--- config.mk ---
export PLATFORM = sky130hd
export DESIGN_NAME = lst_trigger_alert
export DESIGN_NICKNAME = d
export VERILOG_FILES = /design/src/include/lst_pkg.sv /design/src/include/lst_flt_if.sv /design/src/rtl/lst_fault_qual.sv /design/src/rtl/lst_trigger_alert.sv
export SDC_FILE = /design/constraint.sdc
export NUM_CORES = 1
export LEC_CHECK = 0
export BUFFER_PORTS_ARGS = -buffer_cell sky130_fd_sc_hd__buf_4
export CORE_MARGIN = 8
export CORE_UTILIZATION = 45
export DETAILED_ROUTE_END_ITERATION = 10
export PLACE_DENSITY_LB_ADDON = 0.12
export SYNTH_ARGS = -nofsm -noshare
export SYNTH_HDL_FRONTEND = slang
export SYNTH_SLANG_ARGS = --single-unit
--- constraint.sdc ---
create_clock -name pclk -period 4.1 [get_ports pclk]
set_input_delay 0.82 -clock pclk [delete_from_list [all_inputs] [get_ports pclk]]
set_output_delay 0.82 -clock pclk [all_outputs]
set_load 0.005 [all_outputs]
--- src/include/lst_pkg.sv ---
package lst_pkg;

  // ---------------------------------------------------------------
  // Register offsets (byte addresses)
  // ---------------------------------------------------------------
  localparam logic [7:0] LST_OFS_CTRL = 8'h00;
  localparam logic [7:0] LST_OFS_THR_HI = 8'h04;
  localparam logic [7:0] LST_OFS_THR_LO = 8'h08;
  localparam logic [7:0] LST_OFS_FLAGS = 8'h0c;
  localparam logic [7:0] LST_OFS_HIST0 = 8'h10;
  localparam logic [7:0] LST_OFS_HIST1 = 8'h14;
  localparam logic [7:0] LST_OFS_HIST2 = 8'h18;
  localparam logic [7:0] LST_OFS_HIST3 = 8'h1c;

  // ---------------------------------------------------------------
  // Control register fields
  // ---------------------------------------------------------------
  localparam int LST_CTRL_MODE_LSB = 0;
  localparam int LST_CTRL_QUICK_WAKE = 2;
  localparam int LST_CTRL_PIN_DIR = 3;
  localparam int LST_CTRL_POL = 4;
  localparam int LST_CTRL_LATCH = 5;
  localparam int LST_CTRL_PFUNC_LSB = 6;
  localparam int LST_CTRL_FCNT_LSB = 8;

  // Flags register fields
  localparam int LST_FLG_HI = 0;
  localparam int LST_FLG_LO = 1;
  localparam int LST_FLG_BUSY = 2;
  localparam int LST_FLG_POWERED = 3;
  localparam int LST_FLG_FILL_LSB = 4;

  // ---------------------------------------------------------------
  // Encodings and reset values
  // ---------------------------------------------------------------
  localparam logic [1:0] LST_MODE_OFF = 2'h0;
  localparam logic [1:0] LST_MODE_FORCED = 2'h1;
  localparam logic [1:0] LST_MODE_REGULAR = 2'h2;
  localparam logic [1:0] LST_MODE_CONT = 2'h3;
  localparam logic [1:0] LST_PF_FAULT = 2'h0;
  localparam logic [1:0] LST_PF_EACH = 2'h1;
  localparam logic [1:0] LST_PF_FULL = 2'h3;
  localparam logic [27:0] LST_THR_HI_RST = 28'hfffffff;
  localparam logic [27:0] LST_THR_LO_RST = 28'h0000000;
  localparam int LST_RES_W = 28;
  localparam int LST_HIST_DEPTH = 4;

  // ---------------------------------------------------------------
  // Timing
  // ---------------------------------------------------------------
  localparam int LST_CLK_NS = 20;
  localparam int LST_PULSE_NS = 1000;
  localparam int LST_PULSE_CYC = LST_PULSE_NS / LST_CLK_NS;
  localparam int LST_RANGE_RST_NS = 500000;
  localparam int LST_RANGE_RST_CYC = (LST_RANGE_RST_NS + LST_CLK_NS - 1) / LST_CLK_NS;

  // Sequencer states
  typedef enum logic [1:0] {
    LST_ST_IDLE = 2'b00,
    LST_ST_RANGE = 2'b01,
    LST_ST_CONV = 2'b10
  } lst_state_t;

endpackage

--- src/include/lst_flt_if.sv ---
`timescale 1ns/1ps
`default_nettype none
// Fault qualification handshake between sequencer and counter
interface lst_flt_if;
  logic sample;
  logic fault;
  logic [3:0] need;
  logic qual;
  modport seq (output sample, output fault, output need, input qual);
  modport cnt (input sample, input fault, input need, output qual);
endinterface
`default_nettype wire

--- src/rtl/lst_fault_qual.sv ---
`timescale 1ns/1ps
`default_nettype none
module lst_fault_qual (
  input wire logic pclk,
  input wire logic presetn,
  lst_flt_if.cnt flt
);

  typedef struct packed {
    logic [3:0] run;
  } lst_fq_t;

  lst_fq_t st_reg;
  lst_fq_t st_next;

  // Count consecutive faults; any clean sample restarts the run
  always_comb begin
    st_next = st_reg;
    if (flt.sample) begin
      if (!flt.fault) begin
        st_next.run = 4'h0;
      end else if (st_reg.run != 4'hf) begin
        st_next.run = st_reg.run + 4'h1;
      end
    end
  end

  // Qualifies once the run is at most one short; no wrap at saturation
  assign flt.qual = flt.sample & flt.fault & (st_reg.run >= (flt.need - 4'h1));

  always_ff @(posedge pclk or negedge presetn) begin
    if (!presetn) begin
      st_reg <= '0;
    end else begin
      st_reg <= st_next;
    end
  end

endmodule // lst_fault_qual
`default_nettype wire

--- src/rtl/lst_trigger_alert.sv ---
// Contract
// Pin input mode: pin edge starts measurement
// Trigger-input pin gives no completion signal
// Writing mode 1 or 2 starts one measurement
// Mode field self-clears after register-triggered measurement
// Output pin signals completion of register conversions
// Triggers ignored while a conversion runs
// Standby after single shot unless quick wake
// Host times pin-triggered conversions itself
// Host spaces triggers to cover all delays
// Pin is open drain, pulls only
// Pin active level follows polarity setting
// Hysteresis: pin set high, cleared low
// Hysteresis flags set/cleared, held between limits
// Window mode: pin and flags on faults
// Window mode: reading 0x0C clears flags, pin
// Change needs 2^field consecutive faults
// Flags keep comparing whatever pin function
// Pin function 1: 1us pulse per conversion
// Pin function 3: pulse every 4 conversions
// Forced mode resets range logic 500us first
// Continuous mode converts back to back, pulses
// Four-deep result history, oldest discarded
// Reset: pin inactive, flags cleared
//
// The implementer's own choices: the placing of the registers and register access over APB.
`timescale 1ns/1ps
`default_nettype none
module lst_trigger_alert
  import lst_pkg::*;
#(
  parameter int RANGE_RST_CYC = LST_RANGE_RST_CYC,
  parameter int PULSE_CYC = LST_PULSE_CYC
) (
  input wire logic pclk,
  input wire logic presetn,
  input wire logic psel,
  input wire logic penable,
  input wire logic pwrite,
  input wire logic [7:0] paddr,
  input wire logic [31:0] pwdata,
  output logic [31:0] prdata,
  output logic pready,
  output logic pslverr,
  input wire logic alert_in,
  output logic alert_out,
  output logic alert_oe_n,
  output logic meas_start,
  output logic meas_range_reset,
  output logic meas_powered,
  input wire logic meas_done,
  input wire logic [27:0] meas_result
);

  // ---------------------------------------------------------------
  // Elaboration checks
  // ---------------------------------------------------------------
  if (RANGE_RST_CYC < 1 || RANGE_RST_CYC > 65535) begin : g_chk_rr
    $error("RANGE_RST_CYC out of range 1..65535");
  end
  if (PULSE_CYC < 1 || PULSE_CYC > 255) begin : g_chk_pw
    $error("PULSE_CYC out of range 1..255");
  end

  // Range wait counts down through zero, so load one less
  localparam logic [15:0] RR_LOAD = 16'(RANGE_RST_CYC - 1);
  localparam logic [7:0] PW_LOAD = 8'(PULSE_CYC);

  // ---------------------------------------------------------------
  // State
  // ---------------------------------------------------------------
  typedef struct packed {
    lst_state_t st;
    logic [1:0] op_mode;
    logic quick_wake;
    logic pin_dir;
    logic alert_polarity;
    logic latch;
    logic [1:0] pin_func;
    logic [1:0] fcount;
    logic [27:0] thr_hi;
    logic [27:0] thr_lo;
    logic flag_hi;
    logic flag_lo;
    logic thr_pin;
    logic [LST_HIST_DEPTH-1:0][27:0] hist;
    logic [1:0] fill;
    logic [7:0] pulse_cnt;
    logic [15:0] wait_cnt;
    logic reg_trig;
    logic start;
    logic [2:0] sync;
    logic oe_n;
    logic [31:0] rdata;
  } lst_regs_t;

  // All state but the fault-run counters in one register; next value built below
  lst_regs_t r_reg;
  lst_regs_t r_next;

  // One consecutive-fault counter per limit
  lst_flt_if flt_hi ();
  lst_flt_if flt_lo ();

  // Bus decode and comparator helpers
  logic wr_acc;
  logic rd_acc;
  logic mapped;
  logic pin_edge;
  logic done_ok;
  logic pin_active;
  logic [3:0] need;

  // ---------------------------------------------------------------
  // APB decode
  // ---------------------------------------------------------------
  // Zero wait states: every access phase completes at once
  assign mapped = (paddr[1:0] == 2'b00) && (paddr <= LST_OFS_HIST3);
  assign wr_acc = psel & penable & pwrite & mapped;
  assign rd_acc = psel & penable & ~pwrite & mapped;
  assign pready = 1'b1;
  assign pslverr = psel & penable & ~mapped;
  assign prdata = r_reg.rdata;

  // ---------------------------------------------------------------
  // Fault qualification
  // ---------------------------------------------------------------
  assign done_ok = (r_reg.st == LST_ST_CONV) & meas_done;
  assign need = 4'h1 << r_reg.fcount;

  // Raw codes compared; equal to a limit is not a fault
  assign flt_hi.sample = done_ok;
  assign flt_hi.fault = meas_result > r_reg.thr_hi;
  assign flt_hi.need = need;
  assign flt_lo.sample = done_ok;
  assign flt_lo.fault = meas_result < r_reg.thr_lo;
  assign flt_lo.need = need;

  lst_fault_qual u_qual_hi (
    .pclk(pclk),
    .presetn(presetn),
    .flt(flt_hi.cnt)
  );

  lst_fault_qual u_qual_lo (
    .pclk(pclk),
    .presetn(presetn),
    .flt(flt_lo.cnt)
  );

  // ---------------------------------------------------------------
  // Pin sampling
  // ---------------------------------------------------------------
  // Edge toward the active level, seen only past the second flop
  assign pin_edge = r_reg.alert_polarity ? (r_reg.sync[1] & ~r_reg.sync[2])
                                         : (~r_reg.sync[1] & r_reg.sync[2]);

  // Pin function decides what is shown; input mode shows nothing
  always_comb begin
    pin_active = 1'b0;
    if (r_reg.pin_dir) begin
      case (r_reg.pin_func)
        LST_PF_FAULT: pin_active = r_reg.thr_pin;
        LST_PF_EACH: pin_active = (r_reg.pulse_cnt != 8'h00);
        LST_PF_FULL: pin_active = (r_reg.pulse_cnt != 8'h00);
        default: pin_active = 1'b0;
      endcase
    end
  end

  // ---------------------------------------------------------------
  // Next state
  // ---------------------------------------------------------------
  always_comb begin
    r_next = r_reg;
    // Start is a one-cycle strobe; pin history shifts every cycle
    r_next.start = 1'b0;
    r_next.sync = {r_reg.sync[1:0], alert_in};

    // Pulse timer runs down whatever the pin setting
    if (r_reg.pulse_cnt != 8'h00) begin
      r_next.pulse_cnt = r_reg.pulse_cnt - 8'h01;
    end

    // Register writes
    if (wr_acc) begin
      case (paddr)
        LST_OFS_CTRL: begin
          // Mode field is frozen while busy so a late trigger is dropped
          if (r_reg.st == LST_ST_IDLE) begin
            r_next.op_mode = pwdata[LST_CTRL_MODE_LSB +: 2];
            r_next.reg_trig = (pwdata[LST_CTRL_MODE_LSB +: 2] == LST_MODE_FORCED) ||
                              (pwdata[LST_CTRL_MODE_LSB +: 2] == LST_MODE_REGULAR);
          end
          r_next.quick_wake = pwdata[LST_CTRL_QUICK_WAKE];
          r_next.pin_dir = pwdata[LST_CTRL_PIN_DIR];
          r_next.alert_polarity = pwdata[LST_CTRL_POL];
          r_next.latch = pwdata[LST_CTRL_LATCH];
          r_next.pin_func = pwdata[LST_CTRL_PFUNC_LSB +: 2];
          r_next.fcount = pwdata[LST_CTRL_FCNT_LSB +: 2];
        end
        LST_OFS_THR_HI: r_next.thr_hi = pwdata[27:0];
        LST_OFS_THR_LO: r_next.thr_lo = pwdata[27:0];
        default: r_next.thr_lo = r_next.thr_lo;
      endcase
    end

    // Reading flags clears latched state; a new fault below wins
    if (rd_acc && paddr == LST_OFS_FLAGS && r_reg.latch) begin
      r_next.flag_hi = 1'b0;
      r_next.flag_lo = 1'b0;
      r_next.thr_pin = 1'b0;
    end

    // Sequencer
    case (r_reg.st)
      LST_ST_IDLE: begin
        // Register trigger first, then continuous, then pin edge
        if (r_next.reg_trig && r_next.op_mode == LST_MODE_FORCED) begin
          r_next.st = LST_ST_RANGE;
          r_next.wait_cnt = RR_LOAD;
        end else if (r_next.reg_trig || r_reg.op_mode == LST_MODE_CONT) begin
          r_next.st = LST_ST_CONV;
          r_next.start = 1'b1;
        end else if (!r_reg.pin_dir && pin_edge) begin
          r_next.st = LST_ST_CONV;
          r_next.start = 1'b1;
        end
      end
      LST_ST_RANGE: begin
        // Range logic held in reset for the full interval
        if (r_reg.wait_cnt == 16'h0000) begin
          r_next.st = LST_ST_CONV;
          r_next.start = 1'b1;
        end else begin
          r_next.wait_cnt = r_reg.wait_cnt - 16'h0001;
        end
      end
      LST_ST_CONV: begin
        if (meas_done) begin
          r_next.st = LST_ST_IDLE;
          // Newest result enters slot zero, oldest drops out
          r_next.hist = {r_reg.hist[LST_HIST_DEPTH-2:0], meas_result};
          r_next.fill = r_reg.fill + 2'h1;
          if (r_reg.reg_trig) begin
            r_next.op_mode = LST_MODE_OFF;
            r_next.reg_trig = 1'b0;
          end
          // Completion pulse; never seen while the pin is an input
          if (r_reg.pin_func == LST_PF_EACH ||
              (r_reg.pin_func == LST_PF_FULL && r_reg.fill == 2'h3)) begin
            r_next.pulse_cnt = PW_LOAD;
          end
          // Threshold flags run under every pin function
          if (r_reg.latch) begin
            if (flt_hi.qual) begin
              r_next.flag_hi = 1'b1;
              r_next.thr_pin = 1'b1;
            end
            if (flt_lo.qual) begin
              r_next.flag_lo = 1'b1;
              r_next.thr_pin = 1'b1;
            end
          end else begin
            if (flt_hi.qual) begin
              r_next.flag_hi = 1'b1;
              r_next.flag_lo = 1'b0;
              r_next.thr_pin = 1'b1;
            end else if (flt_lo.qual) begin
              r_next.flag_hi = 1'b0;
              r_next.flag_lo = 1'b1;
              r_next.thr_pin = 1'b0;
            end
          end
        end
      end
      default: r_next.st = LST_ST_IDLE;
    endcase

    // Open drain: pull low only; active-high level comes from pull-up
    r_next.oe_n = ~(r_reg.pin_dir & (r_reg.alert_polarity ? ~pin_active : pin_active));

    // Read data is captured in the setup phase
    r_next.rdata = 32'h0000_0000;
    if (psel && !penable && !pwrite) begin
      case (paddr)
        LST_OFS_CTRL: begin
          r_next.rdata[LST_CTRL_MODE_LSB +: 2] = r_reg.op_mode;
          r_next.rdata[LST_CTRL_QUICK_WAKE] = r_reg.quick_wake;
          r_next.rdata[LST_CTRL_PIN_DIR] = r_reg.pin_dir;
          r_next.rdata[LST_CTRL_POL] = r_reg.alert_polarity;
          r_next.rdata[LST_CTRL_LATCH] = r_reg.latch;
          r_next.rdata[LST_CTRL_PFUNC_LSB +: 2] = r_reg.pin_func;
          r_next.rdata[LST_CTRL_FCNT_LSB +: 2] = r_reg.fcount;
        end
        LST_OFS_THR_HI: r_next.rdata[27:0] = r_reg.thr_hi;
        LST_OFS_THR_LO: r_next.rdata[27:0] = r_reg.thr_lo;
        LST_OFS_FLAGS: begin
          r_next.rdata[LST_FLG_HI] = r_reg.flag_hi;
          r_next.rdata[LST_FLG_LO] = r_reg.flag_lo;
          r_next.rdata[LST_FLG_BUSY] = (r_reg.st != LST_ST_IDLE);
          r_next.rdata[LST_FLG_POWERED] = meas_powered;
          r_next.rdata[LST_FLG_FILL_LSB +: 2] = r_reg.fill;
        end
        LST_OFS_HIST0: r_next.rdata[27:0] = r_reg.hist[0];
        LST_OFS_HIST1: r_next.rdata[27:0] = r_reg.hist[1];
        LST_OFS_HIST2: r_next.rdata[27:0] = r_reg.hist[2];
        LST_OFS_HIST3: r_next.rdata[27:0] = r_reg.hist[3];
        default: r_next.rdata = 32'h0000_0000;
      endcase
    end
  end

  // ---------------------------------------------------------------
  // Outputs
  // ---------------------------------------------------------------
  // Data line fixed low; only the enable ever moves
  assign alert_out = 1'b0;
  assign alert_oe_n = r_reg.oe_n;
  assign meas_start = r_reg.start;
  assign meas_range_reset = (r_reg.st == LST_ST_RANGE);
  // Quick wake and continuous mode keep the front end up
  assign meas_powered = (r_reg.st != LST_ST_IDLE) | r_reg.quick_wake |
                        (r_reg.op_mode == LST_MODE_CONT);

  // ---------------------------------------------------------------
  // State register
  // ---------------------------------------------------------------
  // Limits wake wide open so no result faults after reset
  always_ff @(posedge pclk or negedge presetn) begin
    if (!presetn) begin
      r_reg <= '0;
      r_reg.st <= LST_ST_IDLE;
      r_reg.thr_hi <= LST_THR_HI_RST;
      r_reg.thr_lo <= LST_THR_LO_RST;
      r_reg.oe_n <= 1'b1;
      r_reg.sync <= 3'h7;
    end else begin
      r_reg <= r_next;
    end
  end

endmodule // lst_trigger_alert
`default_nettype wire

==> results.py, run 1 <==
metrics = {
    "outcome": {
        "status": "finished clean",
    },
    "finish": {
        "fin_nets": 1549,
        "final_core_util_pct": 52.66,
        "largest_reg_flops": 211,
        "diodes": 0,
        "area_growth_pct": 14.97,
        "layout-drive-gt1-share_pct": 15.54,
    },
    "detailed_routing": {
        "vias_per_cell": 5.435,
        "vias": 9620,
        "drtIter0Drc": 844,
        "wl_per_cell_microns": 18.19,
        "drt_wl_total_mm": 32.20,
        "dr.pass1.iters": 8,
        "antenna_left": 0,
        "route.detailed.drc": 0,
    },
    "worst_setup_path": {
        "cp_num_buf_inv": 1,
        "worst-path-max-fanout": 5,
        "cp_common_cell": "a21oi_1",
        "slowest_delay_ps": 610,
        "required_ps": 4500,
        "startpoint_type": "register",
        "cp_cell_sequence": "inv_1, ha_1, nand4_1, a211oi_1, a2111o_1, a21oi_1, nor4_1, a21oi_1",
        "critPathSlowestCell": "nor4_1",
        "path_class": "register to register",
        "critPathArrivalTime_ps": 3200,
        "path_delay_family": "compound AO/OA/AOI/OAI gates",
        "critPathCaptureType": "register",
    },
    "die": {
        "die_height_microns": 181.6,
        "coreArea_sq_mm": 0.02695,
        "dieWidth_microns": 181.6,
        "ios": 114,
        "fp-row-count": 60,
        "die_area_sq_mm": 0.03299,
        "start_util_pct": 45.80,
    },
    "timing": {
        "hold_violations": 0,
        "slew_headroom_pct": 31.26,
        "finClkSkew_ps": 19.99,
        "fin_crit_ps": 2798,
        "finalCritPeriodShare_pct": 68.24,
        "maxSlewViolCount": 0,
        "setup_viol": 0,
        "setup_tns_ps": 0,
        "fmax_mhz": 357.4,
        "tightest_slew_ps": 1030,
        "rsz0062_at_grt": "false",
    },
    "cts": {
        "cts_tree": "done",
        "clockRootBuffer": "clkbuf_16",
        "cts_hold_buf": 0,
        "clkSlewWorstSetupHoldPaths_ps": 60,
        "clock_sinks": 251,
        "cts_buffer_depth": 3,
        "cts_setup_buffers": 0,
        "cts_made_buffers": 29,
        "htree_levels": 1,
        "ctsResizeCount": 0,
        "clock_latency_ps": 550,
    },
    "pwr": {
        "cellLeakagePower_nw": 6.951,
        "p_switching_mw": 1.790,
        "seqPwrFrac_pct": 49.9,
        "vdd_drop_max_mv": 0.3425,
        "p_clk_share_pct": 38.3,
        "powerDensity_mw_per_mm2": 457.4,
        "p_int_mw": 4.702,
        "pwr-share-comb_pct": 11.8,
        "p_sw_share_pct": 27.58,
    },
    "global_routing": {
        "grt_pass1_wl_mm": 52.69,
        "antenna_found_initial": 0,
        "grt.total_usage_pct": 19.65,
        "grt_max_degree": 95,
        "grt_pass1_vias": 9573,
        "grt_overflow": 0,
    },
    "logic_synthesis": {
        "synthCells": 1343,
        "synth.distinct_cells": 65,
        "yosysMostFrequentCell": "nand2_1",
        "ys_seq_elements": 251,
        "yosysSeqAreaShare_pct": 51.21,
        "synth_common_cells": "439 x nand2_1, 219 x dfrtp_1, 73 x o21ai_0, 71 x inv_1, 67 x ha_1",
        "synth_top_area_share_pct": 44.39,
        "yosysTopAreaCell": "dfrtp_1",
        "netlist_area_sq_mm": 0.01234,
        "yosys-top-cells-area": "dfrtp_1 44%, nand2_1 13%, dfstp_2 6.8%, ha_1 6.8%, a22oi_1 3.3%",
        "syn_area_per_cell_sq_um": 9.192,
        "synth_edf_count": 0,
        "postSynth.asyncResetShare_pct": 100.0,
        "synth_ff_type": "dfrtp_1",
        "ys.warnings.count": 0,
    },
    "placement": {
        "gp_congestion": 0.8151,
        "port_buffers": 103,
        "dp_hpwl_mm": 20.93,
    },
    "worst_hold_path": {
        "hold_path_class": "input pin to asynchronous set/reset pin",
    },
    "flow_run": {
        "maxCapViolCount": 0,
    },
}
[worst paths after layout]
| path | start | end | slack (ps) | depth (start not counted) |
|---|---|---|---|---|
| setup / recovery | r_reg[217] | r_reg[177] | 1300 | 8 |
| hold / removal | presetn | r_reg[61] | 260 | 1 |
| setup reg to reg | r_reg[217] | r_reg[177] | 1300 | 8 |
| hold reg to reg | r_next[34] | r_next[35] | 360 | 0 |
| max in group asynchronous | presetn | r_reg[48] | 2770 | 2 |
| min in group pclk | r_next[34] | r_next[35] | 360 | 0 |
[layout make-up]
type,count,area (sq um)
Clock inverter,7,88.84
Sequential cell,251,6321
Fill cell,2501,12760
Timing Repair Buffer,122,935.9
Inverter,71,266.5
Tap cell,341,426.7
Clock buffer,46,809.5
Multi-Input combinational cell,932,5344
[cell usage in the layout, fill, tap and decap left out, drive strengths merged, types with 15 or more instances in the layout]
master  count
nand2     439
dfrtp     219
buf       122
o21ai      73
inv        72
ha         67
a22oi      55
clkbuf     46
a21oi      41
nor2       36
dfstp      32
a31oi      28
nand3      16
xnor2      15
[worst reg2reg max path, delay by kind of cell, from the launching register on]
kind | cells | cell delay, ps
fa+ha+maj | 1 | 320
buf+inv | 1 | 50
compound gates | 4 | 920
simple gates | 2 | 830
flops | 1 | 520
[stage by stage]
stage                     hold WS [ps]  instances  power (mW)  area, sq um  worst slack [ps]
after floorplan                  345.2       1347       3.715        12360              1169
after global placement           351.1       1717       4.010        13290             869.3
after detailed placement         353.7       1717       4.041        13290             812.8
after CTS                        287.2       1770       6.557        14190              1281
after global routing             320.7       1770       6.844        14190              1108
final                            261.7       1770       6.492        14190              1302
[power by group through the flow]
stage / sequential [mW] / combinational (mW) / clock, mW
final: 3.24 / 0.768 / 2.49
after global routing: 3.30 / 0.910 / 2.64
after CTS: 3.23 / 0.781 / 2.55
after detailed placement: 3.26 / 0.780 / 0
after global placement: 3.26 / 0.752 / 0
after floorplan: 3.17 / 0.540 / 0
[cell families after synthesis]
logic type | count (synthesis) | share of synthesized area (%)
other cells | 2 | 0.06084
compound gates | 258 | 13.78
simple gates | 566 | 19.35
xor+xnor | 22 | 1.561
buf+inv | 164 | 6.102
mux | 13 | 1.145
fa+ha+maj | 67 | 6.791
flops | 251 | 51.21
[routing by layer]
metal | track usage (%) | vias up | share of wire (%)
li1 | - | 4670 | -
met4 | 3.903 | 0 | 1.6
met5 | 0 | - | 0
met1 | 28.64 | 4632 | 47
met3 | 3.333 | 39 | 6.0
met2 | 30.38 | 279 | 45
No activity file was read; power rests on OpenSTA's default activity.
==> run 2: changes to the inputs <==
==> constraint.sdc (replaced) <==
create_clock -name pclk -period 2.8 [get_ports pclk]
set_input_delay 0.56 -clock pclk [delete_from_list [all_inputs] [get_ports pclk]]
set_output_delay 0.56 -clock pclk [all_outputs]
set_load 0.005 [all_outputs]
==> run 2 against run 1 <==
  * Register-to-register slack worse by 1100 ps
  * Sequential power grew 46%
  * Worst setup slack lost 1100 ps
  * Largest cell class unchanged
  * Combinational power rose by 52%
  * Global-route usage grew 0.22 points
  * Power is 52% higher
  * Clock-buffer cell count is 3 lower
  * Non-clock buffer count is 37 higher
  * Critical path type unchanged
  * Final cell count increased by 2.1%
  * Worst hold slack got worse by 140 ps
==> results.py, run 2 (synthesis results as in run 1) <==
metrics = {
    "timing": {
        "fin_ws_ps": 231.2,
        "setup_tns_ps": 0,
        "finalCritPeriodShare_pct": 91.74,
        "finClkSkew_ps": 13.83,
        "rsz0062_at_grt": "false",
        "fin_crit_ps": 2569,
        "maxSlewViolCount": 0,
        "hold_violations": 0,
        "fmax_mhz": 389.3,
        "setup_viol": 0,
        "tightest_slew_ps": 638.7,
        "slew_headroom_pct": 57.31,
    },
    "placement": {
        "post-place-ws_ps": -153.0,
        "port_buffers": 103,
        "dp_hpwl_mm": 21.82,
        "gp_congestion": 0.7888,
        "post-place-cells": 1753,
        "post_dp_cell_area_sq_mm": 0.01370,
    },
    "finish": {
        "stdcell_area_sq_mm": 0.01473,
        "layout_common_cells": "439 x nand2_1, 219 x dfrtp_1, 145 x buf_4, 73 x o21ai_0, 71 x inv_1",
        "diodes": 0,
        "stdcell_count": 1807,
        "largest_reg_flops": 211,
        "final_common_cell": "nand2_1",
        "area_growth_pct": 19.35,
        "fin_nets": 1586,
        "layout-drive-gt1-share_pct": 18.28,
    },
    "pwr": {
        "cellLeakagePower_nw": 7.234,
        "powerDensity_mw_per_mm2": 671.9,
        "vdd_drop_max_mv": 0.3947,
    },
    "die": {
        "fp-row-count": 60,
        "die_height_microns": 181.6,
        "dieWidth_microns": 181.6,
        "coreArea_sq_mm": 0.02695,
        "die_area_sq_mm": 0.03299,
        "ios": 114,
        "start_util_pct": 45.80,
    },
    "cts": {
        "clockRootBuffer": "clkbuf_16",
        "clock_latency_ps": 550,
        "cts_buffer_depth": 3,
        "clock_sinks": 251,
        "htree_levels": 1,
        "cts_setup_buffers": 0,
        "cts_tree": "done",
        "clkSlewWorstSetupHoldPaths_ps": 60,
        "cts_made_buffers": 29,
    },
    "worst_setup_path": {
        "required_ps": 3240,
        "worst-path-stages": 10,
        "reg2regPathDepth": 10,
        "worst-path-max-fanout": 4,
        "path_class": "register to register",
        "path_delay_family": "compound AO/OA/AOI/OAI gates",
        "startpoint_type": "register",
        "critPathCaptureType": "register",
        "cp_num_buf_inv": 2,
        "critPathArrivalTime_ps": 3010,
        "critPathSlowestCell": "dfstp_2",
        "slowest_delay_ps": 530,
        "cp_cell_sequence": "inv_1, ha_1, nor2b_1, o211ai_1, a211oi_1, a2111o_1, a21oi_1, nor4_1, buf_4, a31o_2",
    },
    "detailed_routing": {
        "antenna_left": 0,
        "drtIter0Drc": 795,
        "vias_per_cell": 5.402,
        "dr.pass1.iters": 5,
        "vias": 9762,
        "route.detailed.drc": 0,
        "drt_wl_total_mm": 32.71,
        "wl_per_cell_microns": 18.10,
    },
    "global_routing": {
        "grt_pass1_wl_mm": 53.46,
        "grt_pass1_vias": 10010,
        "grt_max_degree": 87,
        "grt_overflow": 0,
        "grt.total_usage_pct": 19.87,
        "antenna_found_initial": 0,
    },
    "outcome": {
        "status": "finished clean",
    },
    "worst_hold_path": {
        "hold_path_class": "input pin to register",
        "hold_depth": 1,
    },
    "flow_run": {
        "maxCapViolCount": 0,
    },
}
run 2: changes by cell type in the layout (fill, tap and decap cells not counted), moves of 2 or more:
cell,change
buf_4,+25
buf_12,+11
clkbuf_8,+6
clkbuf_1,-9
bufinv_16,+2
run 2: path summary, 6_finish.rpt:
check | startpoint | endpoint | slack (ps)
max reg2reg | r_reg[208] | r_reg[178] | 230
min reg2reg | r_next[34] | r_next[35] | 360
min in group asynchronous | presetn | r_reg[56] | 560
min | alert_in | r_next[34] | 120
max in group asynchronous | presetn | r_reg[222] | 1410
max | r_reg[208] | r_reg[178] | 230
run 2: worst reg2reg max path: stages (launching register included):
cell and delay, ps:
dfstp_2 530, inv_1 50, ha_1 290, nor2b_1 130, o211ai_1 230, a211oi_1 150, a2111o_1 320, a21oi_1 280
nor4_1 130, buf_4 160, a31o_2 200
run 2: final cells by class:
type                            count  area, sq um
Sequential cell                   251         6321
Inverter                           71        266.5
Multi-Input combinational cell    932         5350
Clock inverter                     10        156.4
Clock buffer                       43        858.3
Tap cell                          341        426.7
Timing Repair Buffer              159         1354
Fill cell                        2439        12220
run 2: per-stage QoR:
step	hold WS (ps)	total power [mW]	utilization (%)
after floorplan	264.4	5.440	-
after global placement	355.3	5.903	50.84
after detailed placement	351.9	5.959	50.84
after CTS	105.3	9.988	54.64
after global routing	103.8	10.42	54.67
final	118.7	9.899	54.67
run 2: per-layer routing:
layer  track usage (%)  routed length [microns]  vias to the layer above
met5                 0                        0                        -
li1                  -                        -                     4740
met2             32.17                    15110                      254
met4             3.772                      454                        0
met3             3.733                     1903                       39
met1             27.56                    15240                     4729
run 2: repair_timing:
| action | 4_1_cts | 5_1_grt |
|---|---|---|
| hold endpoints to repair | 4 | 0 |
| gates resized for setup | 0 | 1 |
| hold buffers | 1 | 0 |
| endpoints found under the setup margin | 0 | 4 |
run 2: power by group:
part	total (mW)	internal [mW]	switching (mW)
combinational	1.17	0.508	0.659
clock	3.99	2.47	1.52
sequential	4.74	4.25	0.487
total	9.90	7.24	2.66
